## src/core/sch_pkg.sv

```systemverilog
// Constants, states and mode codes of the call handshake sequencer
// Overview of operation
// - Hotline ring requests automatic data module call
// - Non-forced hotline raises DTR only on answer
// - Hotline: no DCD within 35 s disconnects
// - Mode 2 holds DTR high except release
// - Forced release: DTR low 0.2 s, then high
// - Forced modes: ignore ring and DCD two seconds after release
// - Mode 3: forced-DTR hotline, mode 2 release
// - Gateway raising DCD gets DTR asserted
// - Gateway: DSR optional, DSR or DCD fall disconnects
// - Inbound gateway call: first return character triggers autobaud
// - Local call to gateway answered, DTR raised
// - Outbound gateway: no DCD in 35 s releases
// - Local drop in gateway mode lowers DTR
// - Long break or three short breaks end call
// - DCD low 100 ms releases gateway call
// - DSR low 100 ms releases gateway call
// - Modem pooling: local drop or breaks lower DTR
// - Modem pooling: DCD/DSR drop after 100 ms releases
package sch_pkg;

  // ----------------------------------------------------------------
  // Clock and timing
  // ----------------------------------------------------------------
  localparam int unsigned CLK_PERIOD_PS = 5000;
  localparam int unsigned MS_PS         = 1000000000;
  localparam int unsigned MS_CYCLES     = MS_PS / CLK_PERIOD_PS;
  localparam int unsigned PRE_W         = 18;
  localparam int unsigned MS_W          = 16;
  localparam int unsigned QUAL_W        = 7;

  localparam logic [MS_W-1:0]   DCD_WAIT_MS  = 16'h88B8; // 35000 ms
  localparam logic [MS_W-1:0]   DTR_LOW_MS   = 16'h00C8; // 200 ms
  localparam logic [MS_W-1:0]   GUARD_MS     = 16'h07D0; // 2000 ms
  localparam logic [MS_W-1:0]   MS_SAT       = 16'hFFFF;
  localparam logic [QUAL_W-1:0] QUAL_MS      = 7'h64;    // 100 ms
  localparam logic [1:0]        SHORT_BRK_N  = 2'h3;
  localparam int unsigned       SYNC_N       = 3;

  // ----------------------------------------------------------------
  // Operation modes
  // ----------------------------------------------------------------
  localparam logic [3:0] MODE_POOL      = 4'h0;
  localparam logic [3:0] MODE_HOT       = 4'h1;
  localparam logic [3:0] MODE_POOL_FRC  = 4'h2;
  localparam logic [3:0] MODE_HOT_FRC   = 4'h3;
  localparam logic [3:0] MODE_GATEWAY   = 4'h4;

  typedef enum logic [2:0] {
    ST_IDLE,
    ST_DIAL,
    ST_WAIT_DCD,
    ST_UP,
    ST_DTR_LOW,
    ST_GUARD
  } sch_state_t;

endpackage

```

## src/core/sch_line_if.sv

```systemverilog
// Synchronised modem lines and millisecond tick between sequencer modules
`timescale 1ns/1ps
interface sch_line_if;
  logic dcd;
  logic dsr;
  logic ri;
  logic ms_tick;
  modport src (output dcd, output dsr, output ri, output ms_tick);
  modport snk (input dcd, input dsr, input ri, input ms_tick);
endinterface

```

## src/core/sch_line_sync.sv

```systemverilog
// Pin synchronisers and millisecond prescaler
`timescale 1ns/1ps
module sch_line_sync #(
  parameter int unsigned MS_CYCLES = sch_pkg::MS_CYCLES
) (
  input  wire logic                   sys_clk,
  input  wire logic                   rst_n,
  input  wire logic [sch_pkg::SYNC_N-1:0] pins,
  sch_line_if.src                     lin
);

  // ----------------------------------------------------------------
  // Two-stage synchronisers
  // ----------------------------------------------------------------
  logic [sch_pkg::SYNC_N-1:0] s1_q;
  logic [sch_pkg::SYNC_N-1:0] s2_q;
  logic [sch_pkg::SYNC_N-1:0] s1_d;
  logic [sch_pkg::SYNC_N-1:0] s2_d;

  always_comb begin
    s1_d = pins;
    s2_d = s1_q;
  end

  always_ff @(posedge sys_clk or negedge rst_n) begin
    if (!rst_n) begin
      s1_q <= '0;
      s2_q <= '0;
    end else begin
      s1_q <= s1_d;
      s2_q <= s2_d;
    end
  end

  // ----------------------------------------------------------------
  // Millisecond tick
  // ----------------------------------------------------------------
  logic [sch_pkg::PRE_W-1:0] pre_q;
  logic [sch_pkg::PRE_W-1:0] pre_d;
  logic                      tick_q;
  logic                      tick_d;

  always_comb begin
    tick_d = (pre_q == sch_pkg::PRE_W'(MS_CYCLES - 1));
    pre_d  = tick_d ? '0 : pre_q + 1'b1;
  end

  always_ff @(posedge sys_clk or negedge rst_n) begin
    if (!rst_n) begin
      pre_q  <= '0;
      tick_q <= 1'b0;
    end else begin
      pre_q  <= pre_d;
      tick_q <= tick_d;
    end
  end

  assign lin.dcd     = s2_q[0];
  assign lin.dsr     = s2_q[1];
  assign lin.ri      = s2_q[2];
  assign lin.ms_tick = tick_q;

endmodule

```

## src/core/sch_sequencer.sv

```systemverilog
// Control-line call sequencer for the serial interface line card
`timescale 1ns/1ps
module sch_sequencer #(
  parameter int unsigned MS_CYCLES = sch_pkg::MS_CYCLES
) (
  input  wire logic       sys_clk,
  input  wire logic       rst_n,
  input  wire logic [3:0] mode,
  input  wire logic       dcd_pin,
  input  wire logic       dsr_pin,
  input  wire logic       ri_pin,
  input  wire logic       local_call,
  input  wire logic       local_answer,
  input  wire logic       local_drop,
  input  wire logic       break_long,
  input  wire logic       break_short,
  input  wire logic       cr_rx,
  output logic            dtr,
  output logic            hotline_req,
  output logic            call_answer,
  output logic            call_release,
  output logic            call_up,
  output logic            autobaud_req
);

  // ----------------------------------------------------------------
  // Line conditioning
  // ----------------------------------------------------------------
  sch_line_if lin ();

  sch_line_sync #(
    .MS_CYCLES (MS_CYCLES)
  ) u_sync (
    .sys_clk (sys_clk),
    .rst_n   (rst_n),
    .pins    ({ri_pin, dsr_pin, dcd_pin}),
    .lin     (lin)
  );

  // ----------------------------------------------------------------
  // Mode decode
  // ----------------------------------------------------------------
  logic forced;
  logic hotline;
  logic gateway;

  always_comb begin
    forced  = (mode == sch_pkg::MODE_POOL_FRC) || (mode == sch_pkg::MODE_HOT_FRC);
    hotline = (mode == sch_pkg::MODE_HOT) || (mode == sch_pkg::MODE_HOT_FRC);
    gateway = (mode == sch_pkg::MODE_GATEWAY);
  end

  // ----------------------------------------------------------------
  // Edge history of synchronised lines
  // ----------------------------------------------------------------
  logic [2:0] prev_q;
  logic [2:0] prev_d;
  logic [2:0] lvl;
  logic       ri_rise;
  logic       dcd_rise;

  always_comb begin
    lvl      = {lin.ri, lin.dsr, lin.dcd};
    prev_d   = lvl;
    ri_rise  = lvl[2] && !prev_q[2];
    dcd_rise = lvl[0] && !prev_q[0];
  end

  always_ff @(posedge sys_clk or negedge rst_n) begin
    if (!rst_n) begin
      prev_q <= '0;
    end else begin
      prev_q <= prev_d;
    end
  end

  // ----------------------------------------------------------------
  // State registers declared ahead of the qualifiers
  // ----------------------------------------------------------------
  sch_pkg::sch_state_t st_q;
  sch_pkg::sch_state_t st_d;
  logic                qual_run;

  always_comb begin
    qual_run = (st_q == sch_pkg::ST_WAIT_DCD) || (st_q == sch_pkg::ST_UP);
  end

  // ----------------------------------------------------------------
  // Drop qualifiers for DCD (0) and DSR (1)
  // ----------------------------------------------------------------
  logic [1:0] line_drop;

  genvar gi;
  generate
    for (gi = 0; gi < 2; gi++) begin : g_qual
      logic [sch_pkg::QUAL_W-1:0] hi_q;
      logic [sch_pkg::QUAL_W-1:0] hi_d;
      logic [sch_pkg::QUAL_W-1:0] lo_q;
      logic [sch_pkg::QUAL_W-1:0] lo_d;
      logic                       seen_q;
      logic                       seen_d;
      logic                       fall;
      logic                       drop;

      always_comb begin
        fall   = prev_q[gi] && !lvl[gi];
        hi_d   = hi_q;
        lo_d   = lo_q;
        seen_d = seen_q;
        if (!qual_run) begin
          hi_d   = '0;
          lo_d   = '0;
          seen_d = 1'b0;
        end else if (lvl[gi]) begin
          seen_d = 1'b1;
          lo_d   = '0;
          if (lin.ms_tick && hi_q != sch_pkg::QUAL_MS) begin
            hi_d = hi_q + 1'b1;
          end
        end else begin
          // Count held through the fall cycle so the drop test still sees it
          hi_d = fall ? hi_q : '0;
          if (lin.ms_tick && lo_q != sch_pkg::QUAL_MS) begin
            lo_d = lo_q + 1'b1;
          end
        end
        if (gateway) begin
          // DSR never raised is not a drop: the gateway need not assert it
          drop = seen_q && (lo_q == sch_pkg::QUAL_MS);
        end else begin
          drop = fall && (hi_q == sch_pkg::QUAL_MS);
        end
      end

      // One driver per bit, outside the per-lane process
      assign line_drop[gi] = drop;

      always_ff @(posedge sys_clk or negedge rst_n) begin
        if (!rst_n) begin
          hi_q   <= '0;
          lo_q   <= '0;
          seen_q <= 1'b0;
        end else begin
          hi_q   <= hi_d;
          lo_q   <= lo_d;
          seen_q <= seen_d;
        end
      end
    end
  endgenerate

  // ----------------------------------------------------------------
  // Call sequencer
  // ----------------------------------------------------------------
  logic [sch_pkg::MS_W-1:0] ms_q;
  logic [sch_pkg::MS_W-1:0] ms_d;
  logic [1:0]               brk_q;
  logic [1:0]               brk_d;
  logic                     inb_q;
  logic                     inb_d;
  logic                     baud_q;
  logic                     baud_d;
  logic                     release_c;
  logic                     dtr_d;
  logic                     hot_d;
  logic                     ans_d;
  logic                     rel_d;
  logic                     up_d;
  logic                     abr_d;

  always_comb begin
    st_d      = st_q;
    brk_d     = brk_q;
    inb_d     = inb_q;
    baud_d    = baud_q;
    release_c = 1'b0;
    hot_d     = 1'b0;
    ans_d     = 1'b0;
    abr_d     = 1'b0;
    ms_d      = ms_q;
    if (lin.ms_tick && ms_q != sch_pkg::MS_SAT) begin
      ms_d = ms_q + 1'b1;
    end
    unique case (st_q)
      sch_pkg::ST_IDLE: begin
        brk_d  = '0;
        baud_d = 1'b0;
        if (hotline && ri_rise) begin
          hot_d = 1'b1;
          st_d  = sch_pkg::ST_DIAL;
        end else if (!hotline && !gateway && ri_rise) begin
          st_d = sch_pkg::ST_WAIT_DCD;
        end else if (gateway && dcd_rise) begin
          inb_d = 1'b1;
          st_d  = sch_pkg::ST_UP;
        end else if (!hotline && local_call) begin
          ans_d = 1'b1;
          inb_d = 1'b0;
          st_d  = gateway ? sch_pkg::ST_WAIT_DCD : sch_pkg::ST_UP;
        end
      end
      sch_pkg::ST_DIAL: begin
        if (local_drop) begin
          release_c = 1'b1;
        end else if (local_answer) begin
          st_d = sch_pkg::ST_WAIT_DCD;
        end
      end
      sch_pkg::ST_WAIT_DCD: begin
        if (local_drop) begin
          release_c = 1'b1;
        end else if (lin.dcd) begin
          st_d = sch_pkg::ST_UP;
        end else if (ms_q >= sch_pkg::DCD_WAIT_MS) begin
          release_c = 1'b1;
        end
      end
      sch_pkg::ST_UP: begin
        if (local_drop || break_long || (|line_drop)) begin
          release_c = 1'b1;
        end else if (break_short) begin
          if (brk_q == sch_pkg::SHORT_BRK_N - 2'h1) begin
            release_c = 1'b1;
          end else begin
            brk_d = brk_q + 1'b1;
          end
        end
        if (gateway && inb_q && !baud_q && cr_rx && !release_c) begin
          abr_d  = 1'b1;
          baud_d = 1'b1;
        end
      end
      sch_pkg::ST_DTR_LOW: begin
        if (ms_q >= sch_pkg::DTR_LOW_MS) begin
          st_d = sch_pkg::ST_GUARD;
        end
      end
      sch_pkg::ST_GUARD: begin
        // Timer keeps running from the release, so the guard spans both states
        if (ms_q >= sch_pkg::GUARD_MS) begin
          st_d = sch_pkg::ST_IDLE;
        end
      end
    endcase
    // Release overrides any move chosen above
    if (release_c) begin
      st_d = forced ? sch_pkg::ST_DTR_LOW : sch_pkg::ST_IDLE;
    end
    if (st_d != st_q && st_d != sch_pkg::ST_GUARD) begin
      ms_d = '0;
    end
    rel_d = release_c;
    up_d  = (st_d == sch_pkg::ST_UP);
    unique case (st_d)
      sch_pkg::ST_WAIT_DCD,
      sch_pkg::ST_UP:       dtr_d = 1'b1;
      sch_pkg::ST_DTR_LOW:  dtr_d = 1'b0;
      default:              dtr_d = forced;
    endcase
  end

  always_ff @(posedge sys_clk or negedge rst_n) begin
    if (!rst_n) begin
      st_q         <= sch_pkg::ST_IDLE;
      ms_q         <= '0;
      brk_q        <= '0;
      inb_q        <= 1'b0;
      baud_q       <= 1'b0;
      dtr          <= 1'b0;
      hotline_req  <= 1'b0;
      call_answer  <= 1'b0;
      call_release <= 1'b0;
      call_up      <= 1'b0;
      autobaud_req <= 1'b0;
    end else begin
      st_q         <= st_d;
      ms_q         <= ms_d;
      brk_q        <= brk_d;
      inb_q        <= inb_d;
      baud_q       <= baud_d;
      dtr          <= dtr_d;
      hotline_req  <= hot_d;
      call_answer  <= ans_d;
      call_release <= rel_d;
      call_up      <= up_d;
      autobaud_req <= abr_d;
    end
  end

endmodule

```

## config.mk

```make
export PLATFORM = sky130hd
export DESIGN_NAME = sch_sequencer
export DESIGN_NICKNAME = d
export VERILOG_FILES = /design/src/core/sch_pkg.sv /design/src/core/sch_line_if.sv /design/src/core/sch_line_sync.sv /design/src/core/sch_sequencer.sv
export SDC_FILE = /design/constraint.sdc
export NUM_CORES = 1
export LEC_CHECK = 0
export BUFFER_PORTS_ARGS = -buffer_cell sky130_fd_sc_hd__buf_2
export CAP_MARGIN = 20
export CELL_PAD_IN_SITES_DETAIL_PLACEMENT = 1
export CELL_PAD_IN_SITES_GLOBAL_PLACEMENT = 1
export CORE_ASPECT_RATIO = 1.75
export CORE_MARGIN = 3
export CORE_UTILIZATION = 40
export DETAILED_ROUTE_END_ITERATION = 7
export GPL_ROUTABILITY_DRIVEN = 0
export HOLD_SLACK_MARGIN = 0.08
export PLACE_DENSITY_LB_ADDON = 0.08
export REMOVE_ABC_BUFFERS = 1
export SETUP_SLACK_MARGIN = 0.5
export SLEW_MARGIN = 40
export SYNTH_ARGS = -nofsm -noshare
export SYNTH_HDL_FRONTEND = slang
export SYNTH_SLANG_ARGS = --single-unit
```

## constraint.sdc

```tcl
create_clock -name sys_clk -period 4.3 [get_ports sys_clk]
set_clock_uncertainty 0.05 [all_clocks]
set_input_delay 0.86 -clock sys_clk [delete_from_list [all_inputs] [get_ports sys_clk]]
set_output_delay 0.86 -clock sys_clk [all_outputs]
set_load 0.005 [all_outputs]
```

# Yosys cells after proc, flatten, opt, wreduce, memory -nomap -nowiden
# Cells that the tools add are included.
[totals] regBits=87 out_inout_bits=6
[op_classes] reduce_logical=47 bitwise_logic=2 eq_ne=37 n_addsub=7 order_cmp=3 mux=64
[ops] cell="7-bit two-way mux" count=14
[ops] cell="3-bit two-way mux" count=12
[ops] cell="16-bit two-way mux" count=2
[ops] cell="7-bit by 1-bit adder with 7-bit output, second input constant" count=4
[ops] cell="7-bit == test, second input constant" count=4
[ops] cell="7-bit inequality test, second input constant" count=4
[ops] cell="1-bit two-way mux" count=27
[ops] cell="1-bit logical AND" count=23
[ops] cell="18-bit by 1-bit adder with 18-bit output, second input constant" count=1
[ops] cell="18-bit == test, second input constant" count=1
[ops] cell="18-bit two-way mux" count=1
[ops] cell="16-bit by 1-bit adder with 16-bit output, second input constant" count=1
[ops] cell="16-bit by 11-bit greater-or-equal comparator with 1-bit output, second input constant" count=1
[ops] cell="16-bit greater-or-equal comparator, second input constant" count=1
[ops] cell="16-bit by 8-bit greater-or-equal comparator with 1-bit output, second input constant" count=1
[ops] cell="16-bit inequality test, second input constant" count=1
[ops] cell="3-bit case mux with 5 select lines" count=1
[ops] cell="3-bit by 2-bit == test with 1-bit output, second input constant" count=4
[ops] cell="3-bit == test, second input constant" count=3
[ops] cell="3-bit inequality test, second input constant" count=3
[ops] cell="4-bit by 2-bit == test with 1-bit output, second input constant" count=2
[ops] cell="1-bit zero test" count=8
[ops] cell="4-bit AND reduction" count=2
[ops] cell="2-bit two-way mux" count=3
[ops] cell="19 further kinds" count=36

# Depth between registers and ports, before layout
[logic_depth] word_depth=13 depth_mapped=9

# Cells and area by module
# A second synthesis with hierarchy kept.
[unflattened] cells_unflattened=476 hier_area_um2=4822.1
[by_module_without_submodules] module="sch_sequencer" cells_per_inst=384 seq_area_each_um2=1551.5 area_per_inst_um2=3774.9 instances=1
[by_module_without_submodules] module="sch_line_sync" cells_per_inst=92 seq_area_each_um2=625.6 area_per_inst_um2=1047.3 instances=1

# Worst setup path after synthesis
# Ideal clock, no wire load.
[synth_timing] path_kind="in2reg" from="input mode[3]" to="register ms_q[1] in the netlist's numbering" cell_stages=7 required_time_ps=4128 arrival_ps=2425 slack_ps=1703 path_cell_list="or3b_1 -> or4_1 -> a21oi_1 -> a211o_1 -> o211a_4 -> buf_6 -> nor3_2"
[synth_between] elab_chain_cells=13
[synth_lines] element="from (decl)" line="sch_sequencer.sv:8" rtl="input wire logic [3:0] mode,"
[synth_lines] element="4-bit by 1-bit == test with 1-bit output / 4-bit by 2-bit == test with 1-bit output (equally long branches)" line="sch_sequencer.sv:49, sch_sequencer.sv:48"
[synth_lines] element="1-bit logical OR" line="sch_sequencer.sv:49" rtl="hotline = (mode == sch_pkg::MODE_HOT) || (mode == sch_pkg::MODE_HOT_FRC);"
[synth_lines] element="1-bit zero test" line="sch_sequencer.sv:191, sch_sequencer.sv:196"
[synth_lines] element="1-bit logical AND" line="sch_sequencer.sv:196" rtl="end else if (!hotline && local_call) begin"
[synth_lines] element="3-bit two-way mux" line="sch_sequencer.sv:196"
[synth_lines] element="3-bit two-way mux" line="sch_sequencer.sv:193" rtl="end else if (gateway && dcd_rise) begin"
[synth_lines] element="3-bit two-way mux" line="sch_sequencer.sv:191" rtl="end else if (!hotline && !gateway && ri_rise) begin"
[synth_lines] element="3-bit two-way mux" line="sch_sequencer.sv:188" rtl="if (hotline && ri_rise) begin"
[synth_lines] element="3-bit case mux with 5 select lines" line="sch_sequencer.sv:184" rtl="unique case (st_q)"
[synth_lines] element="3-bit two-way mux *" line="sch_sequencer.sv:246" rtl="if (release_c) begin"
[synth_lines] element="3-bit inequality test" line="sch_sequencer.sv:249" rtl="if (st_d != st_q && st_d != sch_pkg::ST_GUARD) begin"
[synth_lines] element="1-bit logical AND *" line="sch_sequencer.sv:249"
[synth_lines] element="16-bit two-way mux / 2-bit nonzero test (equally long branches)"
[synth_lines] element="to (signal assigned)" line="sch_sequencer.sv:277" rtl="ms_q <= ms_d;"
[synth_lines] element="to (decl)" line="sch_sequencer.sv:155" rtl="logic [sch_pkg::MS_W-1:0] ms_q;"
# Mark *: on every way between the ends. The rest lies on a longest branch, timed or not. The select of a mux whose other input is x is not followed.
# A chain may end at the register's enable or synchronous reset.

# Final worst setup path
[layout_timing] from="register g_qual[1].hi_q[0] in the netlist's numbering" to="register ms_q[6] in the netlist's numbering"
[layout_between] elab_chain_cells=12
[layout_lines] element="from (decl)" line="sch_sequencer.sv:96" rtl="logic [sch_pkg::QUAL_W-1:0] hi_q;"
[layout_lines] element="from (signal assigned)" line="sch_sequencer.sv:144" rtl="hi_q <= hi_d;"
[layout_lines] element="7-bit == test *" line="sch_sequencer.sv:131" rtl="drop = fall && (hi_q == sch_pkg::QUAL_MS);"
[layout_lines] element="1-bit logical AND *" line="sch_sequencer.sv:131"
[layout_lines] element="1-bit two-way mux *" line="sch_sequencer.sv:127" rtl="if (gateway) begin"
[layout_lines] element="2-bit OR reduction *" line="sch_sequencer.sv:219" rtl="if (local_drop || break_long || (|line_drop)) begin"
[layout_lines] element="1-bit logical OR *" line="sch_sequencer.sv:219"
[layout_lines] element="1-bit two-way mux *" line="sch_sequencer.sv:219"
[layout_lines] element="1-bit two-way mux *" line="sch_sequencer.sv:184"
[layout_lines] element="1-bit case mux with 3 select lines *" line="sch_sequencer.sv:184"
[layout_lines] element="3-bit two-way mux *" line="sch_sequencer.sv:246"
[layout_lines] element="3-bit inequality test" line="sch_sequencer.sv:249"
[layout_lines] element="1-bit logical AND *" line="sch_sequencer.sv:249"
[layout_lines] element="16-bit two-way mux / 2-bit nonzero test (equally long branches)"
# Marks and branches as above.

==> results by group <==
Global routing
  • Vias in the first global route: 4006
  • First-pass GRT wire length: 19220 um
  • Gr usage total: 18.87%
  • Pin count of the biggest net entering global routing: 61
  • GR Overflow Total: 0
  • Antenna violations before repair: 0

Worst setup path
  • Critical Path Stages: 9
  • Worst reg2reg setup slack: 1.63 ns
  • CP Cell Sequence: inv_1 -> ha_1 -> nand4b_1 -> or4b_1 -> o311ai_2 -> a211oi_2 -> o31ai_4 -> buf_4 -> nor3_1
  • CP Class: reg -> reg
  • Reg2Reg Capture Point: ms_q[6]
  • Worst Path Buf+Inv: 2
  • Slowest CP cell: or4b_1
  • CP Data Arrival Time: 2.84 ns
  • Crit-path max FO: 10
  • Reg2reg start: g_qual[1].hi_q[0]
  • CP max stage delay: 0.58 ns
  • CP top delay family: simple AND/OR/NAND/NOR gates
  • Endpoint kind of the worst setup timing path: flip-flop
  • CP Data Required Time: roughly 4.5 ns
  • Reg2Reg Depth: 9
  • CP Launch Type: flip-flop

Place
  • Placement Setup Slack: 1.264 ns
  • Placed cell area: between 0.004 and 0.005 mm^2
  • Number of port buffers: 20
  • Detailed placement HPWL: about 8300 um

Timing
  • Slew Limit Headroom: 49.66%
  • Final period utilization: 62.20%
  • Fin. Hold Viols: 0
  • Max Freq: ~0.37 GHz
  • Measured slew at the worst slew-check pin: 0.7510 ns
  • Setup Viol. Count Final: 0
  • RSZ-0062 raised after global routing: no
  • Setup ws final: 1.625 ns
  • Pins over their slew limit: 0
  • Worst hold slack: 0.2982 ns
  • Tmin final: 2.675 ns
  • TNS Setup: 0 ns

Logic synthesis
  • Post-Synthesis Cell Area: 0.004623 mm^2
  • Yosys cell types: 68
  • Post-Synth Adder-Cell Area: between 3 and 4%
  • Sequential-to-total area share from yosys stat: 47.09%
  • Synth area leader: dfrtp_1
  • Flop and latch count out of synthesis: 87
  • Avg Cell Area, Syn: 9.921 um^2
  • Gate Count Post-Synth: 466
  • Synth Area in Simple Gates: 25.87%
  • XOR/XNOR Fraction of Synth Area: 7.957%
  • Yosys top cell area share: 47.09%
  • EDFF count, synth: 0
  • Proportion of synthesized area in mux cells: 1.110%
  • YS warnings: 0
  • Ys async rst share: 100.0%
  • Most used DFF post-synth: dfrtp_1
  • Commonest cells in the netlist: 87 x dfrtp_1, 53 x nor2_1, 31 x nand2_1
  • Main combinational cell family by area after synthesis: simple AND/OR/NAND/NOR gates
  • Area fraction in compound gates after synthesis: a little under an eighth
  • Top area cells in the synthesized netlist: dfrtp_1 47%, xnor2_1 4.4%, nor2_1 4.3%
  • Cell with the most instances after synthesis: dfrtp_1

Drt
  • DR WL/cell: 17.83 um
  • Via density: 5.762
  • First-pass DRT Iterations: 4
  • Remaining DRCs: 0
  • Total number of vias: 3584
  • Initial DRC Count: 109
  • Final wirelength: 11090 um
  • Post-route antenna net violation count: 0

Pwr
  • Gate power share: 21.3%
  • Worst vdd ir: 0.2997 mV
  • P_leak: 2.141 nW
  • Int Pwr: 1.440 mW
  • Sw Pwr: ~0.7 mW
  • Tot Pwr: 2.134 mW
  • Clock share of power: between 30% and 40%
  • PD cells: 415.8 mW/mm^2
  • Reg power frac: 43.3%
  • Sw frac: 32.55%

Clock network
  • Setup bufs post-CTS: 0
  • CTS resizes: 0
  • Hold_buf cts: 0
  • CTS sink count: 87
  • Root buf cell: clkbuf_16
  • Later-pin clock latency in the skew report: 0.34 ns
  • CTS buffer count: 9
  • CTS H-tree depth: 3
  • Bufs on Longest Clock Path: 2
  • TritonCTS clock tree: built
  • Reg clk slew, reported paths: 0.06 ns

Floorplan
  • Die area: 0.01294 mm^2
  • # IOs: 21
  • Initial Util: 41.17%
  • Rows: 51
  • Core box area: 0.01123 mm^2
  • Die Span Y: 148.2 um
  • Die W: 87.27 um

Worst hold path
  • Worst hold stages: 0
  • Hold Path Class: reg -> reg
  • Sink of the worst hold path: u_sync.s2_q[1]
  • Hold path start: u_sync.s1_q[1]

Final layout
  • Area taken by flip-flops and latches: 0.002177 mm^2
  • Diode count: 0
  • Layout cells sized above 1: 13.06%
  • Area occupied by multi-input gates: between 0.002 and 0.0025 mm^2
  • Synthesis-to-layout area growth: 11.04%
  • Layout Nets: 513
  • # fillers: 1275
  • Design area: 0.005134 mm^2

Status
  • Status: finished, final reports clean

Job
  • Max cap viols: 0
-- power groups by stage --
stage	Combinational (mW)	Sequential, mW	Clock, mW
global route	0.511	0.931	0.804
floorplan	0.311	0.921	0
finish	0.454	0.925	0.755
global placement	0.446	0.940	0
CTS	0.466	0.925	0.775
detailed placement	0.464	0.940	0
-- per-layer routing --
metal  track usage (%)  wire length, um  vias up
li1                  -                -     1696
met1             18.29             4011     1815
met2             37.05             6499       46
met3             3.381              269       27
met4             8.141              311        0
met5                 0                0        -
-- flip-flops by register name, summed over array words and instances (netlist names), 2 cells and up --
signal,flops
u_sync.pre_q,18
ms_q,16
g_qual.hi_q,14
g_qual.lo_q,14
prev_q,3
st_q,3
u_sync.s1_q,3
u_sync.s2_q,3
brk_q,2
g_qual.seen_q,2
-- kinds of logic (layout without fill, tap and decap cells) --
group	count (synthesis)	after routing
DFF	87	87
muxes	5	5
adders and majority gates	12	12
AOI/OAI and AO/OA	69	69
buffers and inverters	35	59
and+or+nand+nor	216	216
xor gates and xnor gates	42	42
-- placed cells by master, fill, tap and decap left out, drive strengths merged, types with 2 or more instances in the layout --
cell,instances
or4b,3
a31oi,7
nand4,17
nor4bb,2
o311ai,3
a211o,2
o21ai,22
nor2b,9
o41ai,3
dfrtp,87
clkbuf,13
nand3,27
or3b,2
nor3b,2
mux2i,4
o21a,2
or4,2
clkinvlp,2
nand2b,8
nor4,9
nand2,31
inv,21
a21oi,10
buf,23
or2,2
a2111oi,3
xor2,19
nor3,27
ha,12
a21o,2
nand3b,2
xnor2,23
and4,3
or3,4
o31ai,3
nor2,53
nand4b,2
and3,8
-- worst register-to-register path: cells and delay by family (launching register included) --
family / cells / cell delay, ns
and+or+nand+nor: 3 / 0.81
AOI/OAI and AO/OA: 3 / 0.77
DFF: 1 / 0.41
buffers and inverters: 2 / 0.38
adders and majority gates: 1 / 0.14
-- area by class of cell --
type,instances,share of cell area [%]
Timing Repair Buffer,23,2.510
Sequential cell,87,42.41
Tap cell,132,3.217
Multi-Input combinational cell,344,44.77
Clock inverter,2,0.2925
Inverter,21,1.535
Clock buffer,13,5.264
-- stage by stage --
stage          cells  util [%]
2_1_floorplan    452         -
3_3_place_gp     606     43.07
3_5_place_dp     607     43.14
4_1_cts          622     45.68
5_1_grt          622     45.71
6_report         622     45.71
-- how the worst max path moves through the flow --
stage | end | from | slack [ns]
after global placement | ms_q[2] | mode[1] | 1.32
final | ms_q[6] | g_qual[1].hi_q[0] | 1.63
after CTS | ms_q[6] | g_qual[1].hi_q[0] | 1.57
after floorplan | ms_q[2] | mode[1] | 1.69
after global routing | brk_q[0] | mode[1] | 1.42
after detailed placement | ms_q[3] | mode[1] | 1.26
No activity file was read; power rests on OpenSTA's default activity.
